===== src/shared/ers_pkg.sv =====
// Shared constants and types of the serial EEPROM read sequencer.
package ers_pkg;

   // ---------------------------------------------------------------
   // Control byte layout
   // ---------------------------------------------------------------
   localparam logic [3:0] DEV_CODE     = 4'ha;   // Fixed device-type code.
   localparam int         DEV_CODE_LSB = 4;      // Lowest bit of the code.
   localparam int         CS_LSB       = 1;      // Lowest chip-select bit.
   localparam int         RW_BIT       = 0;      // Direction flag position.

   // ---------------------------------------------------------------
   // Widths, depths and reset values
   // ---------------------------------------------------------------
   localparam int         DATA_W       = 8;      // Width of a data byte.
   localparam int         PTR_W        = 7;      // Address pointer width.
   localparam int         FIFO_DEPTH   = 8;      // Words in the data FIFO.
   localparam logic [6:0] PTR_RESET    = 7'h00;  // Pointer after reset.
   localparam logic [2:0] BIT_LAST     = 3'h7;   // Index of the last bit.

   // ---------------------------------------------------------------
   // Sequencer states
   // ---------------------------------------------------------------
   typedef enum logic [2:0] {
      ST_IDLE,
      ST_CTRL,
      ST_ACK_C,
      ST_ADDR,
      ST_ACK_A,
      ST_LOAD,
      ST_SEND,
      ST_MACK
   } ers_state_type;

   typedef struct packed {
      logic          scl_s1;
      logic          scl_s2;
      logic          scl_d;
      logic          sda_s1;
      logic          sda_s2;
      logic          sda_d;
      logic [2:0]    cs_s1;
      logic [2:0]    cs_s2;
      ers_state_type state;
      logic [2:0]    cnt;
      logic          byte_done;
      logic [7:0]    shift;
      logic [6:0]    ptr;
      logic          rw;
      logic          more;
      logic          sda_oe;
      logic          scl_oe;
      logic          mem_req;
   } ers_regs_type;

endpackage : ers_pkg


===== src/rtl/ers_fifo.sv =====
// Small flip-flop FIFO with valid and ready on both sides.
`timescale 1ns/10ps
module ers_fifo #(
   parameter int W = 8,
   parameter int D = 8
) (
   input  wire logic         clk,        // System clock.
   input  wire logic         srst,       // Synchronous reset, high.
   input  wire logic         flush,      // Empties the FIFO.
   input  wire logic         in_valid,   // Word offered.
   output      logic         in_ready,   // Room for a word.
   input  wire logic [W-1:0] in_data,    // Word to store.
   output      logic         out_valid,  // Word available.
   input  wire logic         out_ready,  // Word taken.
   output      logic [W-1:0] out_data    // Oldest word.
);

   localparam int AW = (D > 1) ? $clog2(D) : 1;

   typedef struct packed {
      logic [D-1:0][W-1:0] mem;
      logic [AW:0]         wp;
      logic [AW:0]         rp;
   } ers_fifo_state_type;

   ers_fifo_state_type r_reg;
   ers_fifo_state_type r_next;

   // ---------------------------------------------------------------
   // Status
   // ---------------------------------------------------------------
   // Full when the pointers differ only in their wrap bit.
   assign out_valid = (r_reg.wp != r_reg.rp);
   assign in_ready  = (r_reg.wp[AW-1:0] != r_reg.rp[AW-1:0]) ||
                      (r_reg.wp[AW] == r_reg.rp[AW]);
   assign out_data  = r_reg.mem[r_reg.rp[AW-1:0]];

   // ---------------------------------------------------------------
   // Next state
   // ---------------------------------------------------------------
   // Pointers run over twice the depth, so D must be a power of two.
   always_comb begin
      r_next = r_reg;
      if (flush) begin
         r_next.rp = r_reg.wp;
      end else begin
         if (in_valid && in_ready) begin
            r_next.mem[r_reg.wp[AW-1:0]] = in_data;
            r_next.wp = r_reg.wp + 1'b1;
         end
         if (out_valid && out_ready) begin
            r_next.rp = r_reg.rp + 1'b1;
         end
      end
   end

   // Registers the state; reset empties the FIFO.
   always_ff @(posedge clk) begin
      if (srst) begin
         r_reg <= '0;
      end else begin
         r_reg <= r_next;
      end
   end

endmodule : ers_fifo


===== src/rtl/ers_read_seq.sv =====
// Read sequencer of a two-wire serial EEPROM slave.
// Function
// - Repeated START abandons the write, keeps the loaded pointer.
// - Read control byte is acknowledged, then the byte at pointer sent.
// - Master not acknowledging ends the read; data line is released.
// - After a read the pointer names the byte after the last sent.
// - Each master acknowledge makes the next sequential byte go out.
// - Pointer increments by one after each delivered byte.
// - Pointer wraps from the top location to the first.
// - Control byte accepted only with device code and matching selects.
// - Low bit of the control byte selects read or write.
// - No acknowledge while a programming cycle runs.
`timescale 1ns/10ps
module ers_read_seq (
   input  wire logic       CLK_SYS,           // System clock, 20 MHz.
   input  wire logic       SRST,              // Synchronous reset, high.
   input  wire logic       SCL_IN,            // Serial clock line level.
   output      logic       SCL_OUT,           // Serial clock drive value.
   output      logic       SCL_OE,            // Holds the clock line low.
   input  wire logic       SDA_IN,            // Serial data line level.
   output      logic       SDA_OUT,           // Serial data drive value.
   output      logic       SDA_OE,            // Pulls the data line low.
   input  wire logic       CHIP_SELECT_BIT0,  // Chip-select strap 0.
   input  wire logic       CHIP_SELECT_BIT1,  // Chip-select strap 1.
   input  wire logic       CHIP_SELECT_BIT2,  // Chip-select strap 2.
   input  wire logic       PROG_BUSY,         // Programming cycle running.
   output      logic       MEM_REQ,           // Read request pulse.
   output      logic [6:0] MEM_ADDR,          // Address of the request.
   input  wire logic       MEM_RVALID,        // Read data offered.
   output      logic       MEM_RREADY,        // FIFO can take read data.
   input  wire logic [7:0] MEM_RDATA          // Read data byte.
);

   // ---------------------------------------------------------------
   // State and helpers
   // ---------------------------------------------------------------
   ers_pkg::ers_regs_type r_reg;
   ers_pkg::ers_regs_type r_next;

   logic       scl_rise;
   logic       scl_fall;
   logic       start_det;
   logic       stop_det;
   logic       fifo_valid;
   logic       fifo_ready;
   logic [7:0] fifo_data;

   // True when the byte carries the device code and our chip selects.
   function automatic logic ctrl_match(input logic [7:0] b,
                                       input logic [2:0] cs);
      ctrl_match = (b[7:ers_pkg::DEV_CODE_LSB] == ers_pkg::DEV_CODE) &&
                   (b[ers_pkg::DEV_CODE_LSB-1:ers_pkg::CS_LSB] == cs);
   endfunction : ctrl_match

   // Edges and bus conditions, seen on the synchronised lines only.
   assign scl_rise  = r_reg.scl_s2 && !r_reg.scl_d;
   assign scl_fall  = !r_reg.scl_s2 && r_reg.scl_d;
   assign start_det = r_reg.scl_s2 && r_reg.scl_d &&
                      r_reg.sda_d && !r_reg.sda_s2;
   assign stop_det  = r_reg.scl_s2 && r_reg.scl_d &&
                      !r_reg.sda_d && r_reg.sda_s2;

   // The shifter drains the FIFO only while it waits for a byte.
   assign fifo_ready = (r_reg.state == ers_pkg::ST_LOAD);

   // ---------------------------------------------------------------
   // Read data FIFO
   // ---------------------------------------------------------------
   ers_fifo #(
      .W (ers_pkg::DATA_W),
      .D (ers_pkg::FIFO_DEPTH)
   ) u_fifo (
      .clk       (CLK_SYS),
      .srst      (SRST),
      .flush     (start_det),
      .in_valid  (MEM_RVALID),
      .in_ready  (MEM_RREADY),
      .in_data   (MEM_RDATA),
      .out_valid (fifo_valid),
      .out_ready (fifo_ready),
      .out_data  (fifo_data)
   );

   // ---------------------------------------------------------------
   // Sequencer next state
   // ---------------------------------------------------------------
   // START and STOP override every state; bytes move on clock edges.
   always_comb begin
      r_next         = r_reg;
      r_next.mem_req = 1'b0;
      r_next.scl_s1  = SCL_IN;
      r_next.scl_s2  = r_reg.scl_s1;
      r_next.scl_d   = r_reg.scl_s2;
      r_next.sda_s1  = SDA_IN;
      r_next.sda_s2  = r_reg.sda_s1;
      r_next.sda_d   = r_reg.sda_s2;
      r_next.cs_s1   = {CHIP_SELECT_BIT2, CHIP_SELECT_BIT1,
                        CHIP_SELECT_BIT0};
      r_next.cs_s2   = r_reg.cs_s1;
      if (start_det) begin
         // A repeated START drops any write, the pointer stays.
         r_next.state     = ers_pkg::ST_CTRL;
         r_next.cnt       = '0;
         r_next.byte_done = 1'b0;
         r_next.sda_oe    = 1'b0;
         r_next.scl_oe    = 1'b0;
      end else if (stop_det) begin
         r_next.state     = ers_pkg::ST_IDLE;
         r_next.sda_oe    = 1'b0;
         r_next.scl_oe    = 1'b0;
      end else begin
         case (r_reg.state)
            ers_pkg::ST_IDLE: begin
               r_next.sda_oe = 1'b0;
            end
            ers_pkg::ST_CTRL, ers_pkg::ST_ADDR: begin
               if (scl_rise && !r_reg.byte_done) begin
                  r_next.shift = {r_reg.shift[6:0], r_reg.sda_s2};
                  r_next.cnt   = r_reg.cnt + 3'h1;
                  if (r_reg.cnt == ers_pkg::BIT_LAST) begin
                     r_next.byte_done = 1'b1;
                  end
               end
               if (scl_fall && r_reg.byte_done) begin
                  r_next.byte_done = 1'b0;
                  r_next.cnt       = '0;
                  if (PROG_BUSY) begin
                     r_next.state = ers_pkg::ST_IDLE;
                  end else if (r_reg.state == ers_pkg::ST_ADDR) begin
                     // Word address after a write control byte.
                     r_next.ptr    = r_reg.shift[6:0];
                     r_next.sda_oe = 1'b1;
                     r_next.state  = ers_pkg::ST_ACK_A;
                  end else if (ctrl_match(r_reg.shift, r_reg.cs_s2)) begin
                     r_next.sda_oe  = 1'b1;
                     r_next.rw      = r_reg.shift[ers_pkg::RW_BIT];
                     r_next.mem_req = r_reg.shift[ers_pkg::RW_BIT];
                     r_next.state   = ers_pkg::ST_ACK_C;
                  end else begin
                     r_next.state = ers_pkg::ST_IDLE;
                  end
               end
            end
            ers_pkg::ST_ACK_C: begin
               if (scl_fall) begin
                  r_next.sda_oe = 1'b0;
                  if (r_reg.rw) begin
                     r_next.state  = ers_pkg::ST_LOAD;
                     r_next.scl_oe = 1'b1;
                  end else begin
                     r_next.state = ers_pkg::ST_ADDR;
                  end
               end
            end
            ers_pkg::ST_ACK_A: begin
               // Write data is not taken; wait for the next START.
               if (scl_fall) begin
                  r_next.sda_oe = 1'b0;
                  r_next.state  = ers_pkg::ST_IDLE;
               end
            end
            ers_pkg::ST_LOAD: begin
               // Stretch the clock low until the byte has arrived, and one
               // cycle more so the first bit is set up before SCL rises.
               r_next.scl_oe = 1'b1;
               if (fifo_valid) begin
                  r_next.shift  = fifo_data;
                  r_next.sda_oe = !fifo_data[7];
                  r_next.cnt    = '0;
                  r_next.state  = ers_pkg::ST_SEND;
               end
            end
            ers_pkg::ST_SEND: begin
               r_next.scl_oe = 1'b0;
               if (scl_fall) begin
                  if (r_reg.cnt == ers_pkg::BIT_LAST) begin
                     r_next.sda_oe = 1'b0;
                     // Seven-bit add wraps the top location to zero.
                     r_next.ptr    = r_reg.ptr + 7'h01;
                     r_next.more   = 1'b0;
                     r_next.state  = ers_pkg::ST_MACK;
                  end else begin
                     r_next.shift  = {r_reg.shift[6:0], 1'b0};
                     r_next.sda_oe = !r_reg.shift[6];
                     r_next.cnt    = r_reg.cnt + 3'h1;
                  end
               end
            end
            ers_pkg::ST_MACK: begin
               if (scl_rise) begin
                  r_next.more    = !r_reg.sda_s2;
                  r_next.mem_req = !r_reg.sda_s2;
               end
               if (scl_fall) begin
                  if (r_reg.more) begin
                     r_next.state  = ers_pkg::ST_LOAD;
                     r_next.scl_oe = 1'b1;
                  end else begin
                     r_next.state  = ers_pkg::ST_IDLE;
                     r_next.sda_oe = 1'b0;
                  end
               end
            end
            default: begin
               r_next.state  = ers_pkg::ST_IDLE;
               r_next.sda_oe = 1'b0;
               r_next.scl_oe = 1'b0;
            end
         endcase
      end
   end

   // Registers the whole state; lines idle high after reset.
   always_ff @(posedge CLK_SYS) begin
      if (SRST) begin
         r_reg        <= '0;
         r_reg.scl_s1 <= 1'b1;
         r_reg.scl_s2 <= 1'b1;
         r_reg.scl_d  <= 1'b1;
         r_reg.sda_s1 <= 1'b1;
         r_reg.sda_s2 <= 1'b1;
         r_reg.sda_d  <= 1'b1;
         r_reg.ptr    <= ers_pkg::PTR_RESET;
         r_reg.state  <= ers_pkg::ST_IDLE;
      end else begin
         r_reg <= r_next;
      end
   end

   // ---------------------------------------------------------------
   // Outputs
   // ---------------------------------------------------------------
   // Both lines are open drain: only a low level is ever driven.
   assign SCL_OUT  = 1'b0;
   assign SDA_OUT  = 1'b0;
   assign SCL_OE   = r_reg.scl_oe;
   assign SDA_OE   = r_reg.sda_oe;
   assign MEM_REQ  = r_reg.mem_req;
   assign MEM_ADDR = r_reg.ptr;
endmodule : ers_read_seq


===== config.mk =====
export PLATFORM = sky130hd
export DESIGN_NAME = ers_read_seq
export DESIGN_NICKNAME = d
export VERILOG_FILES = /design/src/shared/ers_pkg.sv /design/src/rtl/ers_fifo.sv /design/src/rtl/ers_read_seq.sv
export SDC_FILE = /design/constraint.sdc
export NUM_CORES = 1
export LEC_CHECK = 0
export CAP_MARGIN = 30
export CORE_ASPECT_RATIO = 1.5
export CORE_MARGIN = 2
export CORE_UTILIZATION = 45
export CTS_BUF_LIST = sky130_fd_sc_hd__clkbuf_4
export CTS_CLUSTER_SIZE = 12
export DETAILED_ROUTE_END_ITERATION = 12
export DONT_BUFFER_PORTS = 1
export MAX_ROUTING_LAYER = met4
export SETUP_SLACK_MARGIN = 0.15
export SLEW_MARGIN = 25
export SYNTH_ARGS = -nofsm -noshare
export SYNTH_HDL_FRONTEND = slang
export SYNTH_HIERARCHICAL = 1
export SYNTH_SLANG_ARGS = --single-unit

===== constraint.sdc =====
create_clock -name CLK_SYS -period 2.6 [get_ports CLK_SYS]
set_input_delay 0.39 -clock CLK_SYS [delete_from_list [all_inputs] [get_ports CLK_SYS]]
set_output_delay 0.39 -clock CLK_SYS [all_outputs]
set_load 0.005 [all_outputs]

==> results of run 1 <==
-- critical path, delay by kind of cell (launching register included) --
| kind | cells | cell delay [ns] |
|---|---|---|
| buffers and inverters | 3 | 0.52 |
| flip-flops | 1 | 0.43 |
| AND/OR/NAND/NOR | 1 | 0.34 |
| XOR/XNOR | 1 | 0.15 |
-- layout by cell type, fill, tap and decap left out, types with 10 or more instances in the layout --
| master | instances |
|---|---|
| dfxtp_1 | 111 |
| mux4_2 | 16 |
| nand2b_1 | 10 |
| or3_1 | 10 |
| nand2_1 | 32 |
| nor2_1 | 24 |
| nor2b_1 | 13 |
| a21oi_1 | 91 |
| o21ai_0 | 77 |
| nor3_1 | 11 |
| nand3_1 | 80 |
| buf_4 | 29 |
-- cell families (layout without fill, tap and decap cells) --
kind of cell	after synthesis	count (layout)	synth area share [%]
and+or+nand+nor	210	210	19.5
buffers and inverters	81	62	7.39
AOI/OAI and AO/OA	213	213	22.0
DFF	111	111	39.1
muxes	27	27	8.44
adders and majority gates	5	5	1.10
other	1	3	0.0659
xor gates and xnor gates	13	13	2.40
-- area by class of cell --
| cell class | instances | share of cell area, % |
|---|---|---|
| inverter | 10 | 0.631 |
| sequential | 111 | 37.4 |
| tap | 156 | 3.28 |
| timing repair buffer | 36 | 5.39 |
| clock inverter | 7 | 0.800 |
| multi-input combinational | 470 | 51.3 |
| antenna | 1 | 0.0421 |
| clock buffer | 9 | 1.14 |
-- what timing repair did --
item / CTS / global route
cloned: 0 / 0
endpoints found under the setup margin: 1 / 1
pin swaps: 1 / 1
setup buffers: 0 / 1
endpoints found under the hold margin: 97 / 1
gates resized for setup: 4 / 1
hold buffers: 4 / 1
-- stage by stage --
step                area, um^2  worst slack (ns)  cells
floorplan                 5690             0.307    662
global placement          5730             0.405    777
detailed placement        5730             0.397    777
CTS                       5920             0.155    797
global route              5940             0.154    800
finish                    5940             0.300    800
-- power by group through the flow --
stage | registers (mW) | logic [mW] | clock network, mW
after floorplan | 1.82 | 0.328 | 0
after global placement | 1.84 | 0.363 | 0
after detailed placement | 1.84 | 0.367 | 0
after CTS | 1.81 | 0.404 | 0.811
after global routing | 1.82 | 0.449 | 0.878
final | 1.81 | 0.410 | 0.795
-- worst paths after layout --
| check | start | to | slack [ns] | cells past startpoint |
|---|---|---|---|---|
| worst max-delay path | u_fifo/r_reg[1]$_SDFFE_PP0P_ | MEM_RREADY | 0.30 | 5 |
| worst min-delay path | MEM_RDATA[6] | u_fifo/r_reg[54]$_SDFFE_PP0P_ | 0.04 | 2 |
| worst max register to register | r_reg[36]$_SDFF_PP1_ | MEM_ADDR[0]$_SDFFE_PP0P_ | 0.36 | 5 |
| worst min register to register | r_next[34]$_SDFF_PP1_ | r_next[33]$_SDFF_PP1_ | 0.43 | 1 |
-- layer usage --
metal  vias up  GRT usage [%]  part of all wire (%)
met5         -              -                     0
met4         0           11.9                   4.1
met3        43           3.61                   4.8
met2       164           42.4                    52
met1      2362           27.6                    39
li1       2351              -                     -
==> summary.md, run 1 <==
| Metric | Value |
|---|---|
| Number of global-route vias before repair | `4794` |
| Clk Latency, worst-skew pair | `approximately 0.47 ns` |
| Final period util | `roughly nine tenths` |
| Largest net degree at the start of global routing | `97` |
| Most frequent cell after synthesis | `dfxtp_1` |
| Synth top area cells | `dfxtp_1 (39%), a21oi_1 (8.0%), nand3_1 (7.0%)` |
| Worst-Margin Slew | `about 0.66 ns` |
| CP max stage cell | `dfxtp_1` |
| Critical-path cell list | `buf_12 -> xor2_2 -> nor4_4 -> inv_2 -> buf_4` |
| Vias per Instance | `6.15` |
| CTS tree | `yes` |
| Maximum vdd drop | `0.334 mV` |
| Gp weighted congestion | `between 0.9 and 1` |
| Critical path fanouts, max | `32` |
| Global-route congestion overflow total | `0` |
| Synthesized area | `0.00569 mm^2` |
| Pleak | `1.90 nW` |
| Yosys reg bits | `about 110` |
| Top cells by count, synth | `dfxtp_1 (111), a21oi_1 (91), nand3_1 (80)` |
| Max reg flops | `just over 70` |
| Wire per inst | `19.7 um` |
| Mean Syn Cell Area | `8.61 um^2` |
| FFs w/ async S/R, synth | `0%` |
| Total Power | `approximately 3 mW` |
| Detailed Route WL | `about 16000 um` |
| Primary FF master, synth | `dfxtp_1` |
| Setup Skew | `~0.019 ns` |
| P_sw | `0.894 mW` |
| Share of layout cells above drive strength 1 | `between 10% and 20%` |
| Number of unique standard cell types used by synthesis | `a little over 60` |
| DRC | `0` |
| Top-area cell type share of the netlist area | `between 30% and 40%` |
| Combinational share of power | `a little over an eighth` |
| Max Buffers Root-to-Sink | `2` |
| Sw Ratio | `about 30%` |
| Setup-failing EPs final | `0` |
| Clock root buffer master | `clkbuf_4` |
| First-pass iteration count of the detailed router | `7` |
| Setup crit start kind | `register` |
| Largest stage delay, worst path | `about 0.43 ns` |
| Synth Instances | `around 660` |
| H-tree levels | `3` |
| Die height | `~140 um` |
| RSZ-0062 raised after global routing | `no` |
| Post-synthesis sequential area ratio | `between 30 and 40%` |
| Initial DRC count | `318` |
| Storage cell area | `between 0.002 and 0.0025 mm^2` |
| Starting Density | `between 40% and 50%` |
| Min Clock Period, post-route | `between 2 and 2.5 ns` |
| Multi-input gate area | `roughly 0.003 mm^2` |
| DIE WIDTH | `roughly 96 um` |
| Nets | `660` |
| WP data required | `approximately 2.2 ns` |
| Min Hold Slack | `between 0.03 and 0.04 ns` |
| Crit. End Element | `output pin` |
| Post-synth EDFFs | `0` |
| Yosys warning total | `6` |
| Seq pwr share | `between 60% and 70%` |
| Num CTS Buffers | `9` |
| Internal power | `around 2.1 mW` |
| Fillers | `about 1200` |
| Clock transition at path regs | `~0.18 ns` |
| Clock network fraction of design power | `a little over a quarter` |
| Worst Hold Class | `in -> reg` |
| Number of cell rows | `50` |
| Status | `finished, final reports clean` |
| HPWL Detailed | `around 10000 um` |
| Core area | `approximately 0.012 mm^2` |
| Slew HR | `55.8%` |
| Power Density | `507 mW/mm^2` |
| Kind of critical path | `reg -> out` |
| Total of max-cap violations | `0` |
| Fmax | `approximately 430 MHz` |
| Setup TNS | `0 ns` |
| Via count | `4920` |
| ANT nets after route | `0` |
| Boundary Pins | `30` |
| Final Hold Viols | `0` |
| Sink Count | `around 110` |
| First-pass GRT wire length | `25100 um` |
| Final Max Tran Viols | `0` |
| All-layer global routing usage | `around 25%` |
| Final core occ | `between 40% and 50%` |
| CP arrival | `1.91 ns` |
| Area growth, synth to finish | `4.46%` |
| Die area | `approximately 0.014 mm^2` |
| Port Buffer Count | `0` |
| Initial antenna violation count | `1` |
| Area leader, netlist | `dfxtp_1` |
Note: power is estimated with default switching activity, not from simulation.
==> run 2: changes to the inputs <==
==> constraint.sdc (replaced) <==
create_clock -name CLK_SYS -period 2.6 [get_ports CLK_SYS]
set_input_delay 0.52 -clock CLK_SYS [delete_from_list [all_inputs] [get_ports CLK_SYS]]
set_output_delay 0.52 -clock CLK_SYS [all_outputs]
set_load 0.005 [all_outputs]
==> run 2 against run 1 <==
Against the previous run: design area fell by 1.1%; clock power rose by 4.5%; die area stayed put; clock skew down 0.00073 ns; global-route usage fell by 0.77 points; non-clock buffer count fell by 8; combinational power decreased by 10%; utilization decreased by 0.54 points; flip-flop and latch count did not move; cell count decreased by 1.0%; critical endpoint unchanged; largest power group unchanged.
==> summary.md, run 2 (synthesized netlist as in run 1, its figures left out) <==
| Metric | Value |
|---|---|
| Nets | `~650` |
| Number of global-route vias before repair | `4771` |
| Most frequent cells in the layout | `dfxtp_1 (110), a21oi_1 (91), nand3_1 (80), o21ai_0 (77), nand2_1 (32)` |
| Worst-Margin Slew | `0.527 ns` |
| Final Max Tran Viols | `0` |
| Fmax | `429 MHz` |
| Final core occ | `47.5%` |
| H-tree levels | `3` |
| Maximum vdd drop | `~0.26 mV` |
| WP data required | `2.08 ns` |
| Num CTS Buffers | `9` |
| Final Hold Viols | `0` |
| Post-Place Cells | `between 700 and 800` |
| Global-route congestion overflow total | `0` |
| Status | `finished, final reports clean` |
| Clock transition at path regs | `0.17 ns` |
| Initial DRC count | `340` |
| Fin area | `roughly 0.0059 mm^2` |
| Gp weighted congestion | `around 0.93` |
| ANT nets after route | `0` |
| Number of cell rows | `50` |
| Commonest non-fill, non-tap cell in the layout | `dfxtp_1` |
| Die height | `142 um` |
| Area growth, synth to finish | `3.30%` |
| Setup Skew | `0.0184 ns` |
| Placed Area | `approximately 0.0057 mm^2` |
| Setup-failing EPs final | `0` |
| DIE WIDTH | `roughly 96 um` |
| Power Density | `approximately 510 mW/mm^2` |
| Sink Count | `between 100 and 150` |
| Min Clock Period, post-route | `2.33 ns` |
| Critical path fanouts, max | `28` |
| Setup TNS | `0 ns` |
| Final period util | `89.7%` |
| Setup crit start kind | `register` |
| Slew HR | `64.6%` |
| Max Buffers Root-to-Sink | `2` |
| RSZ-0062 raised after global routing | `no` |
| Via count | `approximately 4900` |
| Kind of critical path | `reg -> out` |
| Die area | `roughly 0.014 mm^2` |
| CTS tree | `yes` |
| Clock root buffer master | `clkbuf_4` |
| Detailed Route WL | `15100 um` |
| Vias per Instance | `6.15` |
| Hold bufs inserted after CTS | `0` |
| Total of max-cap violations | `0` |
| HPWL Detailed | `between 10000 and 15000 um` |
| Non-Filler Instances | `792` |
| Boundary Pins | `30` |
| Share of layout cells above drive strength 1 | `between 10% and 20%` |
| Crit. End Element | `output pin` |
| Starting Density | `a little under half` |
| Port Buffer Count | `0` |
| DRC | `0` |
| Clk Latency, worst-skew pair | `0.49 ns` |
| Wire per inst | `around 19 um` |
| Largest net degree at the start of global routing | `about 110` |
| Core area | `around 0.012 mm^2` |
| Initial antenna violation count | `1` |
| CP arrival | `1.81 ns` |
| First-pass GRT wire length | `24400 um` |
| First-pass iteration count of the detailed router | `6` |
| Worst Hold Class | `in -> reg` |
| Total Power | `roughly 3.0 mW` |
| Pleak | `between 1.5 and 2 nW` |
| All-layer global routing usage | `a little under a quarter` |
| Max reg flops | `72` |
run 2: power by group:
group / leakage [nW] / switching (mW) / internal, mW
clock network: 0.0653 / 0.608 / 0.222
registers: 0.900 / 0.0530 / 1.76
logic: 0.907 / 0.214 / 0.155
total: 1.87 / 0.875 / 2.13
run 2: path summary, 6_finish.rpt:
check,to,cells after the start,slack [ns],from
worst max register to register,r_reg[15]$_SDFFE_PP0P_,6,0.40,r_reg[25]$_SDFFE_PP0P_
worst max-delay path,MEM_RREADY,4,0.27,u_fifo/r_reg[2]$_SDFFE_PP0P_
worst min-delay path,r_reg[3]$_SDFFE_PP0P_,1,0.09,SRST
worst min register to register,r_next[33]$_SDFF_PP1_,1,0.43,r_next[34]$_SDFF_PP1_
run 2: final cells by class:
type	count	area [um^2]
antenna	1	2.50
clock buffer	10	75.1
clock inverter	6	55.1
fill	1221	6510
inverter	10	40.0
multi-input combinational	470	3050
sequential	111	2220
tap	156	195
timing repair buffer	28	235
run 2: critical path, stage by stage (launching register included):
cell	delay (ns)
dfxtp_1	0.36
buf_4	0.19
xor2_2	0.22
nor4_4	0.35
inv_4	0.20
run 2: metrics by stage:
step	hold slack, ns	setup slack (ns)
after global routing	0.0481	0.168
after detailed placement	0.396	0.454
after global placement	0.398	0.489
after CTS	0.0626	0.171
final	0.0925	0.267
after floorplan	0.389	0.307
run 2: metal layers:
layer	GRT usage, %	wire length (um)	up-vias
met5	-	0	-
met4	12.4	682	0
met3	3.35	852	53
met2	40.8	7730	176
met1	26.7	5880	2312
li1	-	-	2332
run 2: timing repair:
item / CTS / global route
resized for setup: 2 / 0
pin swaps: 0 / 1
buffers inserted: 0 / 1
setup endpoints to repair: 1 / 1
